<file path="config.mk">
export PLATFORM = sky130hd
export DESIGN_NAME = lef_engine_flow
export DESIGN_NICKNAME = d
export VERILOG_FILES = /design/src/lef_pkg.sv /design/src/lef_sync_if.sv /design/src/lef_engine_flow.sv /design/src/lef_sync_line.sv
export SDC_FILE = /design/constraint.sdc
export NUM_CORES = 1
export LEC_CHECK = 0
export BUFFER_PORTS_ARGS = -buffer_cell sky130_fd_sc_hd__buf_2
export CELL_PAD_IN_SITES_DETAIL_PLACEMENT = 0
export CELL_PAD_IN_SITES_GLOBAL_PLACEMENT = 1
export CORE_AREA = 5 5 178 180
export CTS_BUF_LIST = sky130_fd_sc_hd__clkbuf_16
export CTS_CLUSTER_DIAMETER = 100
export CTS_CLUSTER_SIZE = 12
export DETAILED_ROUTE_END_ITERATION = 10
export DIE_AREA = 0 0 183 185
export GPL_ROUTABILITY_DRIVEN = 0
export PLACE_DENSITY_LB_ADDON = 0.1
export SETUP_SLACK_MARGIN = 0.02
export SLEW_MARGIN = 25
export SYNTH_ARGS = -nofsm -noshare
export SYNTH_HDL_FRONTEND = slang
export SYNTH_HIERARCHICAL = 1
export SYNTH_SLANG_ARGS = --single-unit
</file>
<file path="constraint.sdc">
create_clock -name I_CLK -period 4.3 [get_ports I_CLK]
set_input_delay 0.215 -clock I_CLK [delete_from_list [all_inputs] [get_ports I_CLK]]
set_output_delay 0.215 -clock I_CLK [all_outputs]
set_load 0.02 [all_outputs]
</file>
<file path="src/lef_pkg.sv">
// shared constants, instruction field layout and types of the engine flow block
package lef_pkg;
   localparam int          NUM_ENG       = 3;
   localparam logic [4:0]  INSTR_TICKS   = 5'h10;
   localparam logic [1:0]  EXT_MIN_LOW   = 2'h2;
   localparam logic [1:0]  EXT_PULSE     = 2'h3;
   localparam logic [7:0]  VAR_RESET     = 8'h00;
   // trigger field positions in the instruction word
   localparam int          WAIT_ENG_LSB  = 7;
   localparam int          WAIT_EXT_BIT  = 12;
   localparam int          SEND_ENG_LSB  = 1;
   localparam int          SEND_EXT_BIT  = 6;
   // jump fields
   localparam int          SKIP_LSB      = 4;
   localparam int          V1_LSB        = 2;
   localparam int          V2_LSB        = 0;
   // load / immediate arithmetic fields
   localparam int          IMM_LSB       = 0;
   localparam int          TGT_IMM_LSB   = 8;
   // variable-form arithmetic target
   localparam int          TGT_VAR_LSB   = 4;
   // operand selector codes
   localparam logic [1:0]  SEL_A         = 2'h0;
   localparam logic [1:0]  SEL_B         = 2'h1;
   localparam logic [1:0]  SEL_C         = 2'h2;
   localparam logic [1:0]  SEL_D         = 2'h3;

   typedef enum logic [3:0] {
      OP_END       = 4'h0,
      OP_EXTERNAL_SYNC_LINE      = 4'h1,
      OP_JNE       = 4'h2,
      OP_JGE       = 4'h3,
      OP_JUMP_IF_LESS  = 4'h4,
      OP_JUMP_IF_EQUAL = 4'h5,
      OP_LOAD_VARIABLE = 4'h6,
      OP_ADDI      = 4'h7,
      OP_ADDV      = 4'h8,
      OP_SUBI      = 4'h9,
      OP_SUBV      = 4'hA
   } lef_op_e;

   typedef enum logic [2:0] {
      ST_IDLE  = 3'h1,
      ST_RUN   = 3'h2,
      ST_XSEND = 3'h4
   } lef_st_e;
endpackage : lef_pkg

</file>
<file path="src/lef_sync_if.sv">
// carrier between the engine core and the external sync line handler
`timescale 1ns/1ps
interface lef_sync_if;
   logic send_req;
   logic busy;
   logic ext_hit;
   modport core (output send_req, input busy, input ext_hit);
   modport line (input send_req, output busy, output ext_hit);
endinterface : lef_sync_if

</file>
<file path="src/lef_engine_flow.sv">
// three program engines: end, trigger send/wait, conditional jumps, variable arithmetic
// Function
// - end stops the engine and takes sixteen engine ticks
// - send takes sixteen ticks; wait takes at least sixteen ticks
// - triggers are latched per engine until a wait consumes them
// - wait stalls until every selected source has arrived
// - sent external pulse lasts three engine ticks
// - sync line is active low, driven to ground
// - own sent pulse is never taken as a received trigger
// - send external first, then wait external, in one instruction
// - wait bits 7..9 engines 1..3, bit 12 external
// - send bits 1..3 engines 1..3, bit 6 external
// - true jump skips the encoded count, false goes to next
// - skip count is five bits; zero skips nothing
// - selector 0 A, 1 B, 2 C, 3 register D value
// - A and B per engine, C shared by all
// - load overwrites A, B or C with an immediate
// - add immediate or variables, wraps modulo 256
// - subtract immediate or variables, wraps below zero
`timescale 1ns/1ps
module lef_engine_flow #(
   parameter int NE = lef_pkg::NUM_ENG
) (
   input  wire logic            I_CLK,
   input  wire logic            I_RST_N,
   input  wire logic            I_TICK,
   input  wire logic [NE-1:0]   I_INSTR_VALID,
   input  wire logic [4*NE-1:0] I_INSTR_OP,
   input  wire logic [16*NE-1:0] I_INSTR_WORD,
   input  wire logic [8*NE-1:0] I_VAR_D,
   input  wire logic            I_SYNC_IN,
   output logic                 O_SYNC_OUT,
   output logic                 O_SYNC_OE,
   output logic [NE-1:0]        O_INSTR_READY,
   output logic [NE-1:0]        O_DONE,
   output logic [6*NE-1:0]      O_PC_STEP,
   output logic [NE-1:0]        O_HALT,
   output logic [8*NE-1:0]      O_VAR_A,
   output logic [8*NE-1:0]      O_VAR_B,
   output logic [7:0]           O_VAR_C,
   output logic [4*NE-1:0]      O_EXTERNAL_SYNC_LINE_PEND
);
   lef_sync_if sif ();

   logic [2:0]  send_vec [NE];
   logic [NE-1:0] send_ext;
   logic [NE-1:0] wr_c;
   logic [7:0]  res_val [NE];
   logic [7:0]  c_reg;
   logic [7:0]  c_next;

   function automatic logic [7:0] pick(input logic [1:0] s, input logic [7:0] a, input logic [7:0] b,
                                       input logic [7:0] c, input logic [7:0] d);
      if (s == lef_pkg::SEL_A) return a;
      else if (s == lef_pkg::SEL_B) return b;
      else if (s == lef_pkg::SEL_C) return c;
      else return d;
   endfunction : pick

   lef_sync_line u_line (
      .i_clk      (I_CLK),
      .i_rst_n    (I_RST_N),
      .i_tick     (I_TICK),
      .i_sync_in  (I_SYNC_IN),
      .o_sync_out (O_SYNC_OUT),
      .o_sync_oe  (O_SYNC_OE),
      .sif        (sif)
   );

   // external send issued at instruction start
   assign sif.send_req = |send_ext;

   for (genvar e = 0; e < NE; e++) begin : g_eng
      lef_pkg::lef_st_e state_reg;
      lef_pkg::lef_st_e state_next;
      lef_pkg::lef_op_e op_reg;
      logic [15:0] word_reg;
      logic [4:0]  tick_cnt_reg;
      logic [4:0]  tick_cnt_next;
      logic [3:0]  external_sync_line_reg;
      logic [3:0]  external_sync_line_set;
      logic [3:0]  external_sync_line_clr;
      logic [7:0]  a_reg;
      logic [7:0]  b_reg;
      logic        done_reg;
      logic [5:0]  step_reg;
      logic        halt_reg;

      wire lef_pkg::lef_op_e op_in = lef_pkg::lef_op_e'(I_INSTR_OP[4*e +: 4]);
      wire [15:0] word_in  = I_INSTR_WORD[16*e +: 16];
      wire [7:0]  d_val    = I_VAR_D[8*e +: 8];
      // a halted engine takes nothing until reset
      wire        acc      = (state_reg == lef_pkg::ST_IDLE) && !halt_reg && I_INSTR_VALID[e];
      wire        is_external_sync_line  = (op_reg == lef_pkg::OP_EXTERNAL_SYNC_LINE);
      // wait field layout, bits 10 and 11 ignored
      wire [3:0]  wmask    = {word_reg[lef_pkg::WAIT_EXT_BIT], word_reg[lef_pkg::WAIT_ENG_LSB +: 3]};
      // send field layout, bits 4 and 5 ignored
      wire [2:0]  smask_in = word_in[lef_pkg::SEND_ENG_LSB +: 3];
      wire        sext_in  = word_in[lef_pkg::SEND_EXT_BIT];
      wire        wext_in  = word_in[lef_pkg::WAIT_EXT_BIT];
      wire        ticks_ok = (tick_cnt_reg == lef_pkg::INSTR_TICKS);
      wire        got_all  = ((external_sync_line_reg & wmask) == wmask);
      wire        fin      = (state_reg == lef_pkg::ST_RUN) && ticks_ok && (!is_external_sync_line || got_all);

      wire [1:0]  tgt_imm  = word_reg[lef_pkg::TGT_IMM_LSB +: 2];
      wire [1:0]  tgt_var  = word_reg[lef_pkg::TGT_VAR_LSB +: 2];
      wire [7:0]  imm      = word_reg[lef_pkg::IMM_LSB +: 8];
      wire [7:0]  v1       = pick(word_reg[lef_pkg::V1_LSB +: 2], a_reg, b_reg, c_reg, d_val);
      wire [7:0]  v2       = pick(word_reg[lef_pkg::V2_LSB +: 2], a_reg, b_reg, c_reg, d_val);
      wire [7:0]  vt       = pick(tgt_imm, a_reg, b_reg, c_reg, d_val);
      // five bit skip, zero is harmless
      wire [4:0]  skip     = word_reg[lef_pkg::SKIP_LSB +: 5];
      logic       cond;
      logic [7:0] res;
      logic [1:0] tgt;
      logic       wr;

      always_comb begin
         cond = 1'b0;
         res  = imm;
         tgt  = tgt_imm;
         wr   = 1'b0;
         case (op_reg)
            lef_pkg::OP_JNE:           cond = (v1 != v2);
            lef_pkg::OP_JGE:           cond = (v1 >= v2);
            lef_pkg::OP_JUMP_IF_LESS:  cond = (v1 < v2);
            lef_pkg::OP_JUMP_IF_EQUAL: cond = (v1 == v2);
            lef_pkg::OP_LOAD_VARIABLE: wr = 1'b1;
            lef_pkg::OP_ADDI: begin
               res = vt + imm;
               wr  = 1'b1;
            end
            lef_pkg::OP_ADDV: begin
               res = v1 + v2;
               tgt = tgt_var;
               wr  = 1'b1;
            end
            lef_pkg::OP_SUBI: begin
               res = vt - imm;
               wr  = 1'b1;
            end
            lef_pkg::OP_SUBV: begin
               res = v1 - v2;
               tgt = tgt_var;
               wr  = 1'b1;
            end
            default: wr = 1'b0;
         endcase
      end

      // selector 3 as a target has no storage, so the write is dropped
      wire wr_a = fin && wr && (tgt == lef_pkg::SEL_A);
      wire wr_b = fin && wr && (tgt == lef_pkg::SEL_B);
      assign wr_c[e]    = fin && wr && (tgt == lef_pkg::SEL_C);
      assign res_val[e] = res;

      assign send_vec[e] = (acc && op_in == lef_pkg::OP_EXTERNAL_SYNC_LINE) ? smask_in : 3'h0;
      assign send_ext[e] = acc && op_in == lef_pkg::OP_EXTERNAL_SYNC_LINE && sext_in;

      // latch from all engines, this one included, and line
      always_comb begin
         external_sync_line_set = 4'h0;
         for (int j = 0; j < NE; j++) begin
            external_sync_line_set[j] = send_vec[j][e];
         end
         external_sync_line_set[3] = sif.ext_hit;
      end
      assign external_sync_line_clr = (fin && is_external_sync_line) ? wmask : 4'h0;

      // counter freezes at sixteen; a long wait only holds the state
      always_comb begin
         state_next    = state_reg;
         tick_cnt_next = tick_cnt_reg;
         if (state_reg != lef_pkg::ST_IDLE && I_TICK && !ticks_ok) begin
            tick_cnt_next = tick_cnt_reg + 5'h01;
         end
         case (state_reg)
            lef_pkg::ST_IDLE: begin
               tick_cnt_next = 5'h00;
               if (acc) begin
                  // hold the external wait until own pulse ends
                  state_next = (op_in == lef_pkg::OP_EXTERNAL_SYNC_LINE && sext_in && wext_in) ? lef_pkg::ST_XSEND
                                                                                 : lef_pkg::ST_RUN;
               end
            end
            lef_pkg::ST_XSEND: begin
               if (!sif.busy) begin
                  state_next = lef_pkg::ST_RUN;
               end
            end
            lef_pkg::ST_RUN: begin
               if (fin) begin
                  state_next = lef_pkg::ST_IDLE;
               end
            end
            default: state_next = lef_pkg::ST_IDLE;
         endcase
      end

      always_ff @(posedge I_CLK or negedge I_RST_N) begin
         if (!I_RST_N) begin
            state_reg    <= lef_pkg::ST_IDLE;
            tick_cnt_reg <= 5'h00;
            external_sync_line_reg     <= 4'h0;
         end else begin
            state_reg    <= state_next;
            tick_cnt_reg <= tick_cnt_next;
            // set wins over clear so a same-cycle trigger is kept
            external_sync_line_reg     <= (external_sync_line_reg & ~external_sync_line_clr) | external_sync_line_set;
         end
      end

      // instruction held for the whole execution
      always_ff @(posedge I_CLK or negedge I_RST_N) begin
         if (!I_RST_N) begin
            op_reg   <= lef_pkg::OP_END;
            word_reg <= 16'h0000;
         end else if (acc) begin
            op_reg   <= op_in;
            word_reg <= word_in;
         end
      end

      // private A and B of this engine
      always_ff @(posedge I_CLK or negedge I_RST_N) begin
         if (!I_RST_N) begin
            a_reg <= lef_pkg::VAR_RESET;
         end else if (wr_a) begin
            a_reg <= res;
         end
      end

      always_ff @(posedge I_CLK or negedge I_RST_N) begin
         if (!I_RST_N) begin
            b_reg <= lef_pkg::VAR_RESET;
         end else if (wr_b) begin
            b_reg <= res;
         end
      end

      always_ff @(posedge I_CLK or negedge I_RST_N) begin
         if (!I_RST_N) begin
            done_reg <= 1'b0;
            step_reg <= 6'h00;
         end else begin
            done_reg <= fin;
            if (fin) begin
               step_reg <= cond ? 6'h01 + {1'b0, skip} : 6'h01;
            end
         end
      end

      always_ff @(posedge I_CLK or negedge I_RST_N) begin
         if (!I_RST_N) begin
            halt_reg <= 1'b0;
         end else if (fin && op_reg == lef_pkg::OP_END) begin
            halt_reg <= 1'b1;
         end
      end

      assign O_INSTR_READY[e]     = (state_reg == lef_pkg::ST_IDLE) && !halt_reg;
      assign O_DONE[e]            = done_reg;
      assign O_PC_STEP[6*e +: 6]  = step_reg;
      assign O_HALT[e]            = halt_reg;
      assign O_VAR_A[8*e +: 8]    = a_reg;
      assign O_VAR_B[8*e +: 8]    = b_reg;
      assign O_EXTERNAL_SYNC_LINE_PEND[4*e +: 4] = external_sync_line_reg;
   end

   // simultaneous writes to C: lowest engine wins
   always_comb begin
      c_next = c_reg;
      for (int e = NE - 1; e >= 0; e--) begin
         if (wr_c[e]) begin
            c_next = res_val[e];
         end
      end
   end

   always_ff @(posedge I_CLK or negedge I_RST_N) begin
      if (!I_RST_N) begin
         c_reg <= lef_pkg::VAR_RESET;
      end else begin
         c_reg <= c_next;
      end
   end

   assign O_VAR_C = c_reg;
endmodule : lef_engine_flow

</file>
<file path="src/lef_sync_line.sv">
// open-drain external sync line: pulse sender and filtered receiver
`timescale 1ns/1ps
module lef_sync_line (
   input  wire logic i_clk,
   input  wire logic i_rst_n,
   input  wire logic i_tick,
   input  wire logic i_sync_in,
   output logic      o_sync_out,
   output logic      o_sync_oe,
   lef_sync_if.line  sif
);
   logic [1:0] pulse_cnt_reg;
   logic [1:0] pulse_cnt_next;
   logic [1:0] low_cnt_reg;
   logic [1:0] low_cnt_next;
   logic       hit_reg;
   // pin enable straight from a flop, free of decode glitches
   logic       oe_reg;
   wire        driving  = oe_reg;
   // line low means asserted
   wire        line_low = ~i_sync_in;

   // a new request restarts the pulse so overlapping sends merge into one
   // pulse that ends three ticks after the last request
   assign pulse_cnt_next = sif.send_req ? lef_pkg::EXT_PULSE :
                           (driving && i_tick) ? pulse_cnt_reg - 2'h1 : pulse_cnt_reg;
   assign low_cnt_next   = (!line_low || driving) ? 2'h0 :
                           (i_tick && low_cnt_reg != lef_pkg::EXT_MIN_LOW) ? low_cnt_reg + 2'h1 : low_cnt_reg;

   always_ff @(posedge i_clk or negedge i_rst_n) begin
      if (!i_rst_n) begin
         pulse_cnt_reg <= 2'h0;
         low_cnt_reg   <= 2'h0;
         hit_reg       <= 1'b0;
         oe_reg        <= 1'b0;
      end else begin
         pulse_cnt_reg <= pulse_cnt_next;
         low_cnt_reg   <= low_cnt_next;
         hit_reg       <= (low_cnt_next == lef_pkg::EXT_MIN_LOW);
         oe_reg        <= (pulse_cnt_next != 2'h0);
      end
   end

   assign o_sync_out  = 1'b0;
   assign o_sync_oe   = driving;
   assign sif.busy    = driving;
   // two low ticks recognised, one hit per low period
   assign sif.ext_hit = (low_cnt_next == lef_pkg::EXT_MIN_LOW) && !hit_reg;
endmodule : lef_sync_line

</file>
* Word level (Yosys, flattened, before mapping)
Index checks and enable logic that the tools add are counted.
Word-level totals: output and inout port bits 97, logic and storage cells 334, register bits 173
Cells by class: magnitude comparators 6, bitwise operators 12, eq/ne operators 92, add/subtract/negate cells 20, muxes and demuxes 74, reductions and logical operators 95
Operators by type and width (count):
- 2-to-1 mux 8 bit | 30
- case mux 8 bit (4 select lines) | 3
- logical AND 1 bit | 51
- adder 8 bit | 6
- == test 4 x 3 -> 1 bit, second input constant | 12
- subtractor 8 bit | 6
- 2-to-1 mux 3 bit | 13
- == test 4 bit, second input constant | 9
- 2-to-1 mux 5 bit | 6
- case mux 3 bit (3 select lines) | 3
- == test 2 bit, second input constant | 13
- AND 4 bit | 6
- == test 2 x 1 -> 1 bit, second input constant | 12
- == test 4 x 1 -> 1 bit, second input constant | 6
- == test 4 x 2 -> 1 bit, second input constant | 6
- == test 8 bit | 3
- >= comparator 8 bit | 3
- zero test 2 bit | 12
- less-than comparator 8 bit | 3
- inequality test 8 bit | 3
- inequality test 2 bit, second input constant | 10
- adder 1 x 5 -> 6 bit, first input constant | 3
- 2-to-1 mux 6 bit | 3
- adder 5 x 1 -> 5 bit, second input constant | 3
- other kinds (23) | 74

* Logic depth before layout (Yosys ltp)
word-level depth 9, mapped depth 18

* Cells and area by module
The synthesis kept the hierarchy.
By module, submodules not included:
- lef_engine_flow | times used 1, cells each 1361, area each 13235.2 µm²
- lef_sync_line | times used 1, cells each 27, area each 305.3 µm²

* Worst setup path before layout
No wires, ideal clock.
path type reg2reg, from register g_eng[1].word_reg[0], to register g_eng[1].a_reg[6], clock period less this slack 3.685 ns, path buffers 1, setup slack 0.615 ns, library setup time 0.066 ns, stages on the path, launching flop included 17, arrival 3.619 ns, data required time 4.234 ns, cell sequence dfrtp_1 -> inv_1 -> ha_1 -> buf_1 -> mux2i_1 -> nor2_1 -> a21oi_1 -> o21ai_0 -> ha_1 -> fa_1 -> o21ba_2 -> o21bai_1 -> a21oi_1 -> or3_4 -> and3_1 -> o31ai_1 -> mux2_2
On the way: longest elaborated chain between the ends 6
RTL lines:
- start, declared | RTL line lef_engine_flow.sv:77 | logic [15:0] word_reg;
- start signal, assigned | RTL line lef_engine_flow.sv:220 | word_reg <= word_in;
- == test 2 bit | RTL line lef_engine_flow.sv:56 | else if (s == lef_pkg::SEL_C) return c;
- 2-to-1 mux 8 bit | RTL line lef_engine_flow.sv:56
- 2-to-1 mux 8 bit | RTL line lef_engine_flow.sv:55 | else if (s == lef_pkg::SEL_B) return b;
- 2-to-1 mux 8 bit | RTL line lef_engine_flow.sv:54 | if (s == lef_pkg::SEL_A) return a;
- subtractor 8 bit or adder 8 bit (tied branches) | RTL line lef_engine_flow.sv:143, lef_engine_flow.sv:134
- case mux 8 bit (4 select lines) * | RTL line lef_engine_flow.sv:123 | case (op_reg)
- end signal, assigned | RTL line lef_engine_flow.sv:227 | a_reg <= lef_pkg::VAR_RESET;
- end signal, assigned | RTL line lef_engine_flow.sv:229 | a_reg <= res;
- end, declared | RTL line lef_engine_flow.sv:83 | logic [7:0] a_reg;
Mark *: on every way between the ends. The rest lies on a longest branch, timed or not. A chain may end at the register's enable or synchronous reset.

* Final worst setup path
from register g_eng[2].word_reg[1], to register c_reg[7], in the netlist O_VAR_C[7]
On the way: longest elaborated chain between the ends 9
RTL lines:
- start, declared | RTL line lef_engine_flow.sv:77
- start signal, assigned | RTL line lef_engine_flow.sv:220
- == test 2 bit | RTL line lef_engine_flow.sv:56
- 2-to-1 mux 8 bit | RTL line lef_engine_flow.sv:56
- 2-to-1 mux 8 bit | RTL line lef_engine_flow.sv:55
- 2-to-1 mux 8 bit | RTL line lef_engine_flow.sv:54
- subtractor 8 bit or adder 8 bit (tied branches) | RTL line lef_engine_flow.sv:143, lef_engine_flow.sv:134
- case mux 8 bit (4 select lines) * | RTL line lef_engine_flow.sv:123
- 2-to-1 mux 8 bit * (3 in a row) | RTL line lef_engine_flow.sv:274 | if (wr_c[e]) begin
- end signal, assigned | RTL line lef_engine_flow.sv:282 | c_reg <= lef_pkg::VAR_RESET;
- end signal, assigned | RTL line lef_engine_flow.sv:284 | c_reg <= c_next;
- end, declared | RTL line lef_engine_flow.sv:49 | logic [7:0] c_reg;
Mark *: on every way between the ends. The rest lies on a longest branch, timed or not. The select of a mux whose other input is x is not followed.

==> reports/results.ini <==
[cts]
clk_pin_slew_worst_paths_ps = 70
cts_tree = done
cts_sinks = 167
post-cts-setup-buffers = 0
clockRootBuffer = clkbuf_16
cts_buffers = 17
clk_latency_ps = 450
htreeDepth = 4
cts_max_path_buffers = 2

[logic_synthesis]
synthTopCellsByArea = dfrtp_1 30%, ha_1 8.3%, mux2_2 8.0%
yosys-top-cells-count = 164 x dfrtp_1, 104 x nor2_1, 98 x nand2_1, 96 x mux2_2, 90 x ha_1
synth_area_per_cell_um2 = 9.76
yosysMostFrequentCell = dfrtp_1
synth_edf_count = 0
yosysWarnings = 6
synth_nets = 1578
synth_ff_type = dfrtp_1
synth_top_area_frac = 0.303
synthArstFlopShare = 1.00
synth_area_leader_cell = dfrtp_1
synth_area_um2 = 13500
yosysSeqAreaShare = 0.309
ys_ff_latch = 167
synthesis.instances = 1388
synth_cell_type_count = 90

[timing]
hold_ws_ps = 23.0
final_max_slew_viol_count = 0
slew-limit-headroom = 0.317
setup_viol = 0
finClkSkew_ps = 13.5
max_freq_mhz = 243
finalCritPeriodShare = 0.956
period_needed_ps = 4110
tns_ps = 0
rsz0062_at_grt = no
max_slew.worst_pin.slew_ps = 1010
hold_viol_final = 0

[worst_setup_path]
r2r_setup_slack_ps = 190
worst-path-max-fanout = 11
r2r-start = g_eng[2].word_reg[1]
r2r-end = O_VAR_C[7]
crit_path_start_kind = flip-flop
cp_data_arrival_time_ps = 4500
path_class = reg -> reg
r2r.worst_path.cells = 15
end_kind = flip-flop
crit_required_ps = 4680

[route]
num_vias = 11600
route.detailed.drc = 0
final_antenna_net_count = 0
routedWlPerCell_um = 21.9
dr.pass1.iters = 5
initialDrtViolationCount = 767
viasPerCell = 5.89
routed_wl_um = 43300

[worst_hold_path]
hold_path.class = in -> reg
worst_hold_path.num_cells = 2
min_to = g_eng[1].word_reg[9]
min_from = I_INSTR_WORD[25]

[global_route]
grt_pass1_vias = 11300
gr-usage-met1 = 0.358
grt_use_total = 0.254
grt_pass1_wl_um = 66700
grt_use_met2 = 0.394
grt_max_degree = 90
top_usage_layer = met2
grt_use_met3 = 0.0487
overflow = 0
antenna_found_initial = 0

[die]
die_area_um2 = 33900
ios = 188
die_w_um = 183
num_rows = 64
core_um2 = 30000
chipHeight_um = 185
initial_core_util = 0.451

[power_and_ir_drop]
p_leak_uw = 0.00699
power_density_nw_per_um2 = 834
vdd_drop_max_uv = 410

[place]
dp_hpwl_um = 33300
port_buffers = 171
dp_cells = 1923

[cells_and_area]
largest_reg_flops = 33
area_growth_pct = 15.9
n_antenna_cell = 0
layoutNonFillerInstCount = 1974
nNetsFinal = 1756
seq_area_um2 = 4180
layout-drive-gt1-share = 0.272
multiInputGateArea_um2 = 8700
n_fill_cell = 2855

[outcome]
outcome = finished clean

[flow_run]
max_cap_viol_count = 0

power by group:
| group | internal [uW] | switching (uW) | total, uW |
|---|---|---|---|
| sequential | 1920 | 741 | 2660 |
| clock | 751 | 733 | 1480 |
| combinational | 3900 | 5050 | 8950 |
| total | 6570 | 6520 | 13100 |
kinds of logic after synthesis:
group / Yosys count / synth area share
and+or+nand+nor: 420 / 0.159
AOI/OAI and AO/OA: 300 / 0.166
buffers and inverters: 168 / 0.0498
DFF: 167 / 0.309
muxes: 162 / 0.173
adders and majority gates: 99 / 0.0965
xor gates and xnor gates: 71 / 0.0470
other: 1 / 0.000277
worst max path at each step:
stage,from,cells after the start,to
final,g_eng[2].word_reg[1],15,O_VAR_C[7]
after global routing,g_eng[2].word_reg[1],14,O_VAR_C[7]
after CTS,g_eng[2].word_reg[0],15,O_VAR_C[7]
after detailed placement,g_eng[2].word_reg[0],15,O_VAR_C[7]
after global placement,g_eng[2].word_reg[0],15,O_VAR_C[7]
after floorplan,g_eng[1].word_reg[0],16,g_eng[1].a_reg[6]
per-layer routing:
layer / up-vias / wire length, um
li1: 5410 / -
met1: 5750 / 19400
met2: 383 / 19700
met3: 75 / 2840
met4: 0 / 1300
met5: - / 0
repair_timing:
action                                  in CTS  in global routing
hold buffers                                20                  0
endpoints found under the setup margin       0                  1
gates resized for setup                      0                  2
endpoints found under the hold margin       98                  0
area by class of cell:
class | instances | area share
Sequential cell | 167 | 0.267
Clock inverter | 14 | 0.00765
Clock buffer | 17 | 0.0271
Tap cell | 396 | 0.0316
Timing Repair Buffer | 240 | 0.0919
Multi-Input combinational cell | 1053 | 0.554
Inverter | 87 | 0.0208
worst max-delay path, stage by stage (launching register included):
cell and delay, ps:
dfrtp_1 460, inv_1 130, ha_1 430, buf_4 240
nor2_1 80, a221oi_4 400, ha_1 330, nor4_1 440
a21oi_1 140, o21ai_0 140, nand2_1 90, o31ai_1 70
a211oi_1 140, buf_4 170, o41ai_1 520, o221a_2 280
per-stage QoR:
step / setup WS (ps) / utilization / power, uW / area (um^2)
3_5_place_dp: 173 / 0.497 / 11500 / 14900
6_report: 190 / 0.523 / 13100 / 15700
3_3_place_gp: 251 / 0.497 / 11400 / 14900
4_1_cts: 144 / 0.522 / 13100 / 15700
5_1_grt: 64.2 / 0.523 / 14100 / 15700
2_1_floorplan: 615 / - / 9010 / 13500
cells in the final DEF (no fill, tap or decap), types with 11 or more instances in the layout:
cell type      netlist  final
nor2b_1             53     53
nor2_1             104    104
inv_1               86     87
nand3_1             28     28
dfrtp_1            164    164
o21ai_0             35     35
nand3b_1            12     12
xor2_1              22     22
nand2b_1            22     22
dlygate4sd3_1        0     20
a21oi_1             65     65
o21a_1              15     15
nor3_1              29     29
ha_1                90     90
mux2_2              96     96
buf_4                8     48
o31ai_1             26     25
a211oi_1            20     20
nand2_1             98     98
nand4_1             12     12
a21o_1              11     11
xnor2_1             47     47
a22o_1              16     16
mux2i_1             18     18
mux4_2              48     48
buf_2                9    170
clkbuf_16            0     17
o21bai_1            12     12
(Power assumes the default switching activity.)
